===== src/hw/als_consts.svh =====
`ifndef ALS_CONSTS_SVH
`define ALS_CONSTS_SVH

// ==========================================================
// Timing
`define ALS_CLK_PERIOD_NS       10
`define ALS_CONV_PERIOD_NS      32768000
`define ALS_SCAN_PERIOD_NS      2048000
`define ALS_CONV_CYCLES         (`ALS_CONV_PERIOD_NS / `ALS_CLK_PERIOD_NS)
`define ALS_SCAN_CYCLES         (`ALS_SCAN_PERIOD_NS / `ALS_CLK_PERIOD_NS)
// 0.49152 s sample period divided by the 32.768 ms overflow period
`define ALS_OVF_PER_SAMPLE      4'hF

// ==========================================================
// Register map (byte addresses)
`define ALS_ADR_CTRL            8'h00
`define ALS_ADR_STATUS          8'h04
`define ALS_ADR_RESULT          8'h08
`define ALS_ADR_DIGITS          8'h0C
`define ALS_CTRL_RUN_BIT        0
`define ALS_CTRL_RESET          1'b1
`define ALS_STAT_VALID_BIT      0
`define ALS_STAT_BUSY_BIT       1
`define ALS_STAT_SEL_LSB        4

// ==========================================================
// Segment patterns, bit 7 is the decimal point
`define ALS_SEG_0               8'h3F
`define ALS_SEG_1               8'h06
`define ALS_SEG_2               8'h5B
`define ALS_SEG_3               8'h4F
`define ALS_SEG_4               8'h66
`define ALS_SEG_5               8'h6D
`define ALS_SEG_6               8'h7D
`define ALS_SEG_7               8'h27
`define ALS_SEG_8               8'h7F
`define ALS_SEG_9               8'h6F
`define ALS_SEG_DP              8'h80
`define ALS_SEG_BLANK           8'h00
`define ALS_DIGIT_FOUR          2'h3
`define ALS_DP_DIGIT            2'h1

`endif


===== src/hw/als_pkg.sv =====
package als_pkg;

	// ==========================================================
	// Bus carriers
	typedef struct packed {
		logic        cyc;
		logic        stb;
		logic        we;
		logic [3:0]  sel;
		logic [7:0]  adr;
		logic [31:0] dat;
	} als_wb_req_t;

	typedef struct packed {
		logic        ack;
		logic [31:0] dat;
	} als_wb_rsp_t;

	// ==========================================================
	// Display scan states
	typedef enum logic [1:0] {
		ALS_ST_WAIT,
		ALS_ST_SHOW,
		ALS_ST_BLANK,
		ALS_ST_SWITCH
	} als_scan_st_t;

endpackage


===== src/hw/als_top.sv =====
// Local design decisions: the placing of the registers and the Wishbone register port.
`timescale 1ns/100ps
`include "als_consts.svh"

module als_top #(
	parameter int CONV_CYCLES = `ALS_CONV_CYCLES,
	parameter int SCAN_CYCLES = `ALS_SCAN_CYCLES
) (
	// Clock and reset
	input  wire logic               clk_i,
	input  wire logic               rst_i,
	// Wishbone slave
	input  wire als_pkg::als_wb_req_t wb_i,
	output als_pkg::als_wb_rsp_t    wb_o,
	// Converter
	output logic                    adc_start_o,
	input  wire logic               adc_done_i,
	input  wire logic [9:0]         analog_input_zero_i,
	// Display
	output logic [7:0]              segment_out_o,
	output logic [1:0]              digit_select_o
);
	import als_pkg::*;

	// ==========================================================
	// Helpers
	function automatic logic [7:0] seg_of(input logic [3:0] d);
		case (d)
			4'h0: seg_of = `ALS_SEG_0;
			4'h1: seg_of = `ALS_SEG_1;
			4'h2: seg_of = `ALS_SEG_2;
			4'h3: seg_of = `ALS_SEG_3;
			4'h4: seg_of = `ALS_SEG_4;
			4'h5: seg_of = `ALS_SEG_5;
			4'h6: seg_of = `ALS_SEG_6;
			4'h7: seg_of = `ALS_SEG_7;
			4'h8: seg_of = `ALS_SEG_8;
			4'h9: seg_of = `ALS_SEG_9;
			default: seg_of = `ALS_SEG_BLANK;
		endcase
	endfunction

	// Result counts tenths; 1023 max shows as 102.3, well inside 999.9
	function automatic logic [15:0] to_bcd(input logic [9:0] v);
		logic [3:0] d0;
		logic [3:0] d1;
		logic [3:0] d2;
		logic [3:0] d3;
		d0 = 4'(v % 10);
		d1 = 4'((v / 10) % 10);
		d2 = 4'((v / 100) % 10);
		d3 = 4'(v / 1000);
		to_bcd = {d3, d2, d1, d0};
	endfunction

	// ==========================================================
	// Input synchronisers
	logic       done_m;
	logic       done_s;
	logic [9:0] data_m;
	logic [9:0] data_s;

	always_ff @(posedge clk_i) begin
		done_m <= adc_done_i;
		done_s <= done_m;
		data_m <= analog_input_zero_i;
		data_s <= data_m;
	end

	// ==========================================================
	// Conversion pacing and result capture
	logic [21:0] conv_cnt;
	logic [21:0] next_conv_cnt;
	logic [3:0]  ovf_cnt;
	logic [3:0]  next_ovf_cnt;
	logic        busy;
	logic        next_busy;
	logic        valid;
	logic        next_valid;
	logic        start;
	logic        next_start;
	logic [9:0]  result;
	logic [9:0]  next_result;
	logic [15:0] digits;
	logic [15:0] next_digits;
	logic        run;
	logic        conv_ovf;

	assign conv_ovf = run && (conv_cnt == 22'(CONV_CYCLES - 1));

	always_comb begin
		next_conv_cnt = conv_cnt;
		next_ovf_cnt  = ovf_cnt;
		next_busy     = busy;
		next_valid    = valid;
		next_start    = 1'b0;
		next_result   = result;
		next_digits   = digits;
		if (run) begin
			next_conv_cnt = conv_ovf ? 22'h0 : conv_cnt + 22'h1;
		end
		if (conv_ovf) begin
			// Done is only looked at here, never as an event of its own
			if (busy && done_s) begin
				next_busy   = 1'b0;
				next_valid  = 1'b1;
				next_result = data_s;
				next_digits = to_bcd(data_s);
			end
			if (ovf_cnt == `ALS_OVF_PER_SAMPLE - 4'h1) begin
				next_ovf_cnt = 4'h0;
				next_start   = 1'b1;
				next_busy    = 1'b1;
			end else begin
				next_ovf_cnt = ovf_cnt + 4'h1;
			end
		end
	end

	always_ff @(posedge clk_i) begin
		if (rst_i) begin
			conv_cnt <= 22'h0;
			ovf_cnt  <= 4'h0;
			busy     <= 1'b0;
			valid    <= 1'b0;
			start    <= 1'b0;
			result   <= 10'h0;
			digits   <= 16'h0;
		end else begin
			conv_cnt <= next_conv_cnt;
			ovf_cnt  <= next_ovf_cnt;
			busy     <= next_busy;
			valid    <= next_valid;
			start    <= next_start;
			result   <= next_result;
			digits   <= next_digits;
		end
	end

	assign adc_start_o = start;

	// ==========================================================
	// Display scan
	als_scan_st_t st;
	als_scan_st_t next_st;
	logic [21:0]  scan_cnt;
	logic [21:0]  next_scan_cnt;
	logic [1:0]   sel;
	logic [1:0]   next_sel;
	logic [7:0]   seg;
	logic [7:0]   next_seg;
	logic         scan_ovf;
	logic [3:0]   cur_digit;
	logic [7:0]   cur_pat;

	assign scan_ovf  = (scan_cnt == 22'(SCAN_CYCLES - 1));
	// Select already holds the new digit whenever a pattern is loaded
	assign cur_digit = digits[{sel, 2'b00} +: 4];
	assign cur_pat   = seg_of(cur_digit)
		| ((sel == `ALS_DP_DIGIT) ? `ALS_SEG_DP : `ALS_SEG_BLANK);

	always_comb begin
		next_st       = st;
		next_sel      = sel;
		next_seg      = seg;
		next_scan_cnt = scan_ovf ? 22'h0 : scan_cnt + 22'h1;
		case (st)
			ALS_ST_WAIT: begin
				next_scan_cnt = 22'h0;
				next_sel      = `ALS_DIGIT_FOUR;
				next_seg      = `ALS_SEG_BLANK;
				if (valid) begin
					next_st  = ALS_ST_SHOW;
					next_seg = cur_pat;
				end
			end
			ALS_ST_SHOW: begin
				if (scan_ovf) begin
					// Dark for two cycles (BLANK and SWITCH) so the old pattern never ghosts
					next_seg = `ALS_SEG_BLANK;
					next_st  = ALS_ST_BLANK;
				end
			end
			ALS_ST_BLANK: begin
				next_sel = sel - 2'h1;
				next_st  = ALS_ST_SWITCH;
			end
			ALS_ST_SWITCH: begin
				next_seg = cur_pat;
				next_st  = ALS_ST_SHOW;
			end
			default: begin
				next_st = ALS_ST_WAIT;
			end
		endcase
	end

	always_ff @(posedge clk_i) begin
		if (rst_i) begin
			st       <= ALS_ST_WAIT;
			scan_cnt <= 22'h0;
			sel      <= `ALS_DIGIT_FOUR;
			seg      <= `ALS_SEG_BLANK;
		end else begin
			st       <= next_st;
			scan_cnt <= next_scan_cnt;
			sel      <= next_sel;
			seg      <= next_seg;
		end
	end

	assign segment_out_o  = seg;
	assign digit_select_o = sel;

	// ==========================================================
	// Wishbone slave, one wait state, unmapped reads as zero
	logic        ack;
	logic        next_ack;
	logic [31:0] rdat;
	logic [31:0] next_rdat;
	logic        next_run;
	logic        req;

	assign req = wb_i.cyc && wb_i.stb && !ack;

	always_comb begin
		next_ack  = req;
		next_rdat = rdat;
		next_run  = run;
		// Write lands on the edge at which the master sees ack
		if (ack && wb_i.cyc && wb_i.stb && wb_i.we && wb_i.sel[0]
			&& wb_i.adr == `ALS_ADR_CTRL) begin
			next_run = wb_i.dat[`ALS_CTRL_RUN_BIT];
		end
		if (req && !wb_i.we) begin
			next_rdat = 32'h0;
			case (wb_i.adr)
				`ALS_ADR_CTRL: begin
					next_rdat[`ALS_CTRL_RUN_BIT] = run;
				end
				`ALS_ADR_STATUS: begin
					next_rdat[`ALS_STAT_VALID_BIT] = valid;
					next_rdat[`ALS_STAT_BUSY_BIT]  = busy;
					next_rdat[`ALS_STAT_SEL_LSB +: 2] = sel;
				end
				`ALS_ADR_RESULT: begin
					next_rdat[9:0] = result;
				end
				`ALS_ADR_DIGITS: begin
					next_rdat[15:0] = digits;
				end
				default: begin
					next_rdat = 32'h0;
				end
			endcase
		end
	end

	always_ff @(posedge clk_i) begin
		if (rst_i) begin
			ack  <= 1'b0;
			rdat <= 32'h0;
			run  <= `ALS_CTRL_RESET;
		end else begin
			ack  <= next_ack;
			rdat <= next_rdat;
			run  <= next_run;
		end
	end

	assign wb_o.ack = ack;
	assign wb_o.dat = rdat;

endmodule

===== config.mk =====
export PLATFORM = sky130hd
export DESIGN_NAME = als_top
export DESIGN_NICKNAME = d
export VERILOG_FILES = /design/src/hw/als_pkg.sv /design/src/hw/als_top.sv
export VERILOG_INCLUDE_DIRS = /design/src /design/src/hw
export SDC_FILE = /design/constraint.sdc
export NUM_CORES = 1
export LEC_CHECK = 0
export BUFFER_PORTS_ARGS = -buffer_cell sky130_fd_sc_hd__buf_2
export CORE_AREA = 2 2 109 190
export DETAILED_ROUTE_END_ITERATION = 6
export DIE_AREA = 0 0 111 192
export PLACE_DENSITY = 0.61
export SYNTH_ARGS = -nofsm -noshare
export SYNTH_HDL_FRONTEND = slang
export SYNTH_SLANG_ARGS = --single-unit
export TNS_END_PERCENT = 1

===== constraint.sdc =====
create_clock -name clk_i -period 7.2 [get_ports clk_i]
set_input_delay 0.36 -clock clk_i [delete_from_list [all_inputs] [get_ports clk_i]]
set_output_delay 0.36 -clock clk_i [all_outputs]
set_load 0.01 [all_outputs]

; ---- Yosys cells after proc, flatten, opt, wreduce, memory -nomap -nowiden
; Memory sizes are Yosys's and may differ from the RTL's.
; Index checks and enable logic that the tools add are counted.
[op_classes]
addsub = 4
div = 6
n_eq_ne = 12
shifts = 1
n_mux = 19
n_bitwise = 2
reduce_logical = 23
[ops]
columns = cell, n
row1 = $mod 32x4->32 const B, 2
row2 = $add 22x1->22 const B, 2
row3 = $div 10x10->32 const B, 1
row4 = $div 10x4->32 const B, 1
row5 = $div 10x7->32 const B, 1
row6 = $mod 10x4->32 const B, 1
row7 = $mux 8, 3
row8 = $pmux 8 s3, 1
row9 = $eq 22x18->1 const B, 1
row10 = $eq 22x22->1 const B, 1
row11 = $mux 22, 1
row12 = $eq 8x4->1 const B, 2
row13 = $shiftx 16x5->4, 1
row14 = $logic_and 1x1->1, 10
row15 = $eq 8x3->1 const B, 1
row16 = $logic_not 8->1, 1
row17 = $or 8x8->8, 1
row18 = $pmux 2 s2, 2
row19 = $pmux 2 s4, 1
row20 = $pmux 4 s2, 1
row21 = $reduce_and 2->1, 4
row22 = $mux 6, 1
row23 = $pmux 2 s3, 1
row24 = $add 4x1->4 const B, 1
row25 = 17 further kinds, 25
[totals]
ff_bits = 129
romBits = 112
in_bits = 60
out_inout_bits = 44
wordCells = 86
mem_count = 1
[mem_list]
columns = name, depth, word_bits, read_ports, rd_ports_with_merged_regs, wr, line
row1 = (no name shown), 16, 7, 1, 0, 0, als_top.sv:28  ; case (d)

; ---- Logic depth before layout (Yosys ltp)
[logic_depth]
ltp_word = 5
mapped_depth = 36
mapped_depth_nobuf = 32

; ---- Least setup slack after synthesis
; Ideal clock, no wire load.
[synth_path]
path_type = register to register
from = register data_s[7]
to = register digits[5]
setup_ps = 91
arrival_ps = 6106
required_time_ps = 7109
slack_ps = 1003
path_stages_with_launch = 29
n_path_buf = 3
synth_period_minus_slack_ps = 6197
path_cell_list = dfxtp_1 buf_2 nor2_2 inv_2 ha_1 and2b_4 buf_6 a21oi_2 o21bai_1 o21a_2 nand2_1 clkbuf_1 ha_1 o2111ai_1 a211oi_1 nand3_1 a21oi_1 nor2_1 ha_1 nor2_1 o32ai_1 a41oi_1 a311o_1 nor3_2 a2111oi_4 o211ai_1 a31o_1 or4_1 a311oi_1
[synth_via]
elab_chain_len = 2
[synth_lines]
columns = item, line
row1 = start: declaration, als_top.sv:61  ; logic [9:0] data_s;
row2 = start signal: assignment, als_top.sv:67  ; data_s <= data_m;
row3 = $div 10x4->32, als_top.sv:50  ; d1 = 4'((v / 10) % 10);
row4 = $mod 32x4->32, als_top.sv:50
row5 = end signal: assignment, als_top.sv:136  ; digits <= next_digits;
row6 = end: declaration, als_top.sv:84  ; logic [15:0] digits;
; Every way passes these cells.
; A chain may end at the register's enable or synchronous reset.

; ---- Final worst setup path
; Same ends and word-level chain as after synthesis.

==> impl_metrics.ini <==
[timing]
slew_headroom_pct = 30.6
final.setup.tns_ns = 0
hold_viol_final = 0
setup_ws_ns = 0.539
fin_crit_sh_pct = 92.5
drv_slew = 0
period_needed_ns = 6.66
rsz0062_at_grt = no
hold_ws_ns = 0.0335
setup_violations = 0
skew_ns = 0.00976
clock.fmax_mhz = 150
worst_pin_slew_ns = 1.03

[critical_path]
crit_required_ns = 7.53
start_kind = flip-flop
cp_slowest_cell = or4_1
arrival_ns = 6.99
crit_top_cell = or4_1
crit_fanout = 8
startpoint = data_s[7]
end_kind = flip-flop
r2r-start = data_s[7]
critPathKind = reg2reg
slowest_delay_ns = 0.49

[drt]
drt_iter0_drc = 515
drc = 0
vias_per_cell = 5.66
wire_per_inst_um = 16.0
vias = 7398
ant_nets = 0
wirelength_um = 20900
dr.pass1.iters = 5

[power]
irDropWorstVdd_mv = 0.198
p_leak_nw = 3.46
powerDensity_mw_per_mm2 = 245

[clocking]
cts_hold_buf = 0
htree_levels = 4
cts_max_path_buffers = 2
cts_tree = yes
clk_latency_ns = 0.42
cts_resized = 0
cts.reportedPaths.clkPinSlew_ns = 0.06
cts_setup_buffers = 0
cts_sinks = 122
cts_buffers = 17
cts_root_buf = clkbuf_16

[logic_synthesis]
synth_seq_area_share_pct = 31.3
avgSynthCellArea_sq_um = 7.76
synth.distinct_cells = 96
ys.flop_type = dfxtp_1
netlist_area_sq_mm = 0.00781
ys_warn_count = 0
synthCells = 1007
synth_seq_cells = 122
async_flop_share_pct = 0
synth_edf_count = 0

[status]
status = complete, no violations

[placed_design]
io_buffers = 50
place_ws_ns = 0.496
hpwlAfterDp_um = 15600
place_congestion = 0.915

[floorplanning]
ioPinCount = 104
core-area_sq_mm = 0.0197
die_h_um = 192
die_area_sq_mm = 0.0213
rows = 68
start_util_pct = 39.8
die_w_um = 111

[final_layout]
diodes = 0
mostFrequentLayoutCells = nor2_1, dfxtp_1, nand2_1
drive_gt1_share_pct = 14.6
final_common_cell = nor2_1
area_delta_synth_final_pct = 14.3
layout.nets = 1133

[global_route]
grt_max_degree = 57
grt_overflow_total = 0
grt_pass1_vias = 7171
track_usage_pct = 19.7
antenna_found_initial = 0
grt_pass1_wl_um = 34300

[worst_hold_path]
holdCritStartpoint = analog_input_zero_i[9]
hp-class = in2reg

[run]
maxCapViolCount = 0
==> area by class of cell <==
class,count,area (sq um)
Clock buffer,18,439
Clock inverter,14,206
Fill cell,1962,10700
Inverter,34,130
Multi-Input combinational cell,793,4920
Sequential cell,122,2440
Tap cell,245,307
Timing Repair Buffer,82,490
==> flip-flops by register name, indices dropped and copies added (netlist names) <==
signal and count:
segment_out_o 8, data_s 10, st 2, ovf_cnt 4
data_m 10, valid 1, rdat 13, ack 1
digit_select_o 2, digits 12, done_m 1, busy 1
adc_start_o 1, scan_cnt 22, conv_cnt 22, done_s 1
run 1, result 10
==> Yosys cell counts, drive strengths merged, types with 6 or more instances <==
library cell / count / area, sq um
or2: 6 / 37.5
xor2: 24 / 210
a21oi: 70 / 358
clkbuf: 38 / 144
o21a: 7 / 53.8
nand2b: 11 / 68.8
o31a: 7 / 61.3
nand2: 105 / 397
dfxtp: 122 / 2440
nor2b: 11 / 68.8
nor2: 139 / 524
a22oi: 9 / 67.6
o211ai: 13 / 103
nand4: 12 / 75.1
inv: 33 / 126
a311oi: 7 / 67.6
a32oi: 6 / 52.6
and2: 10 / 62.6
xnor2: 26 / 235
buf: 38 / 260
mux2i: 15 / 150
nand3: 27 / 140
ha: 23 / 288
o221ai: 6 / 52.6
a211oi: 11 / 87.6
a31o: 7 / 70.1
o21ai: 56 / 280
or3: 7 / 43.8
a31oi: 13 / 87.6
a222oi: 6 / 60.1
and3: 18 / 118
o22ai: 8 / 56.3
nor3: 30 / 171
nand3b: 6 / 45.0
==> worst paths after layout <==
path / slack [ns] / cells past startpoint / to
max reg2reg: 0.54 / 26 / digits[5]
min: 0.03 / 1 / data_m[9]
max: 0.54 / 26 / digits[5]
min reg2reg: 0.33 / 0 / data_s[4]
==> worst max-delay path, delay by kind of cell, from the launching register on <==
kind            cells  cell delay (ns)
compound gates     11             2.84
simple gates       10             2.42
fa+ha+maj           2             0.55
flops               1             0.32
buf+inv             2             0.29
mux                 1             0.17
==> where the power goes <==
part	switching, mW	internal, mW	total [mW]
Sequential	0.0127	0.688	0.701
Combinational	0.341	0.211	0.553
Clock	0.339	0.597	0.936
Total	0.692	1.50	2.19
==> metal layers <==
layer,track usage (%),up-vias,share of wire (%),wire length (um)
met1,18.8,3463,38,7940
met4,13.5,0,5.5,1150
li1,-,3681,-,-
met5,0,-,0,0
met2,37.9,181,53,11200
met3,3.38,73,3.0,631
==> logic make-up (layout without fill, tap and decap cells) <==
family,count (synthesis),after routing,share of synthesized area [%]
buf+inv,110,148,6.84
mux,19,19,2.64
flops,122,122,31.3
other cells,1,19,0.0480
xor+xnor,50,50,5.70
fa+ha+maj,28,28,4.32
simple gates,404,404,24.6
compound gates,273,273,24.6
==> metrics by stage <==
stage	util (%)	std cells	cell area (sq um)	total power [mW]
floorplan	-	1025	7880	1.13
global placement	42.1	1276	8280	1.26
detailed placement	42.1	1276	8280	1.26
CTS	45.4	1308	8930	2.20
global route	45.5	1308	8930	2.29
finish	45.5	1308	8930	2.19
(Power assumes the default switching activity.)
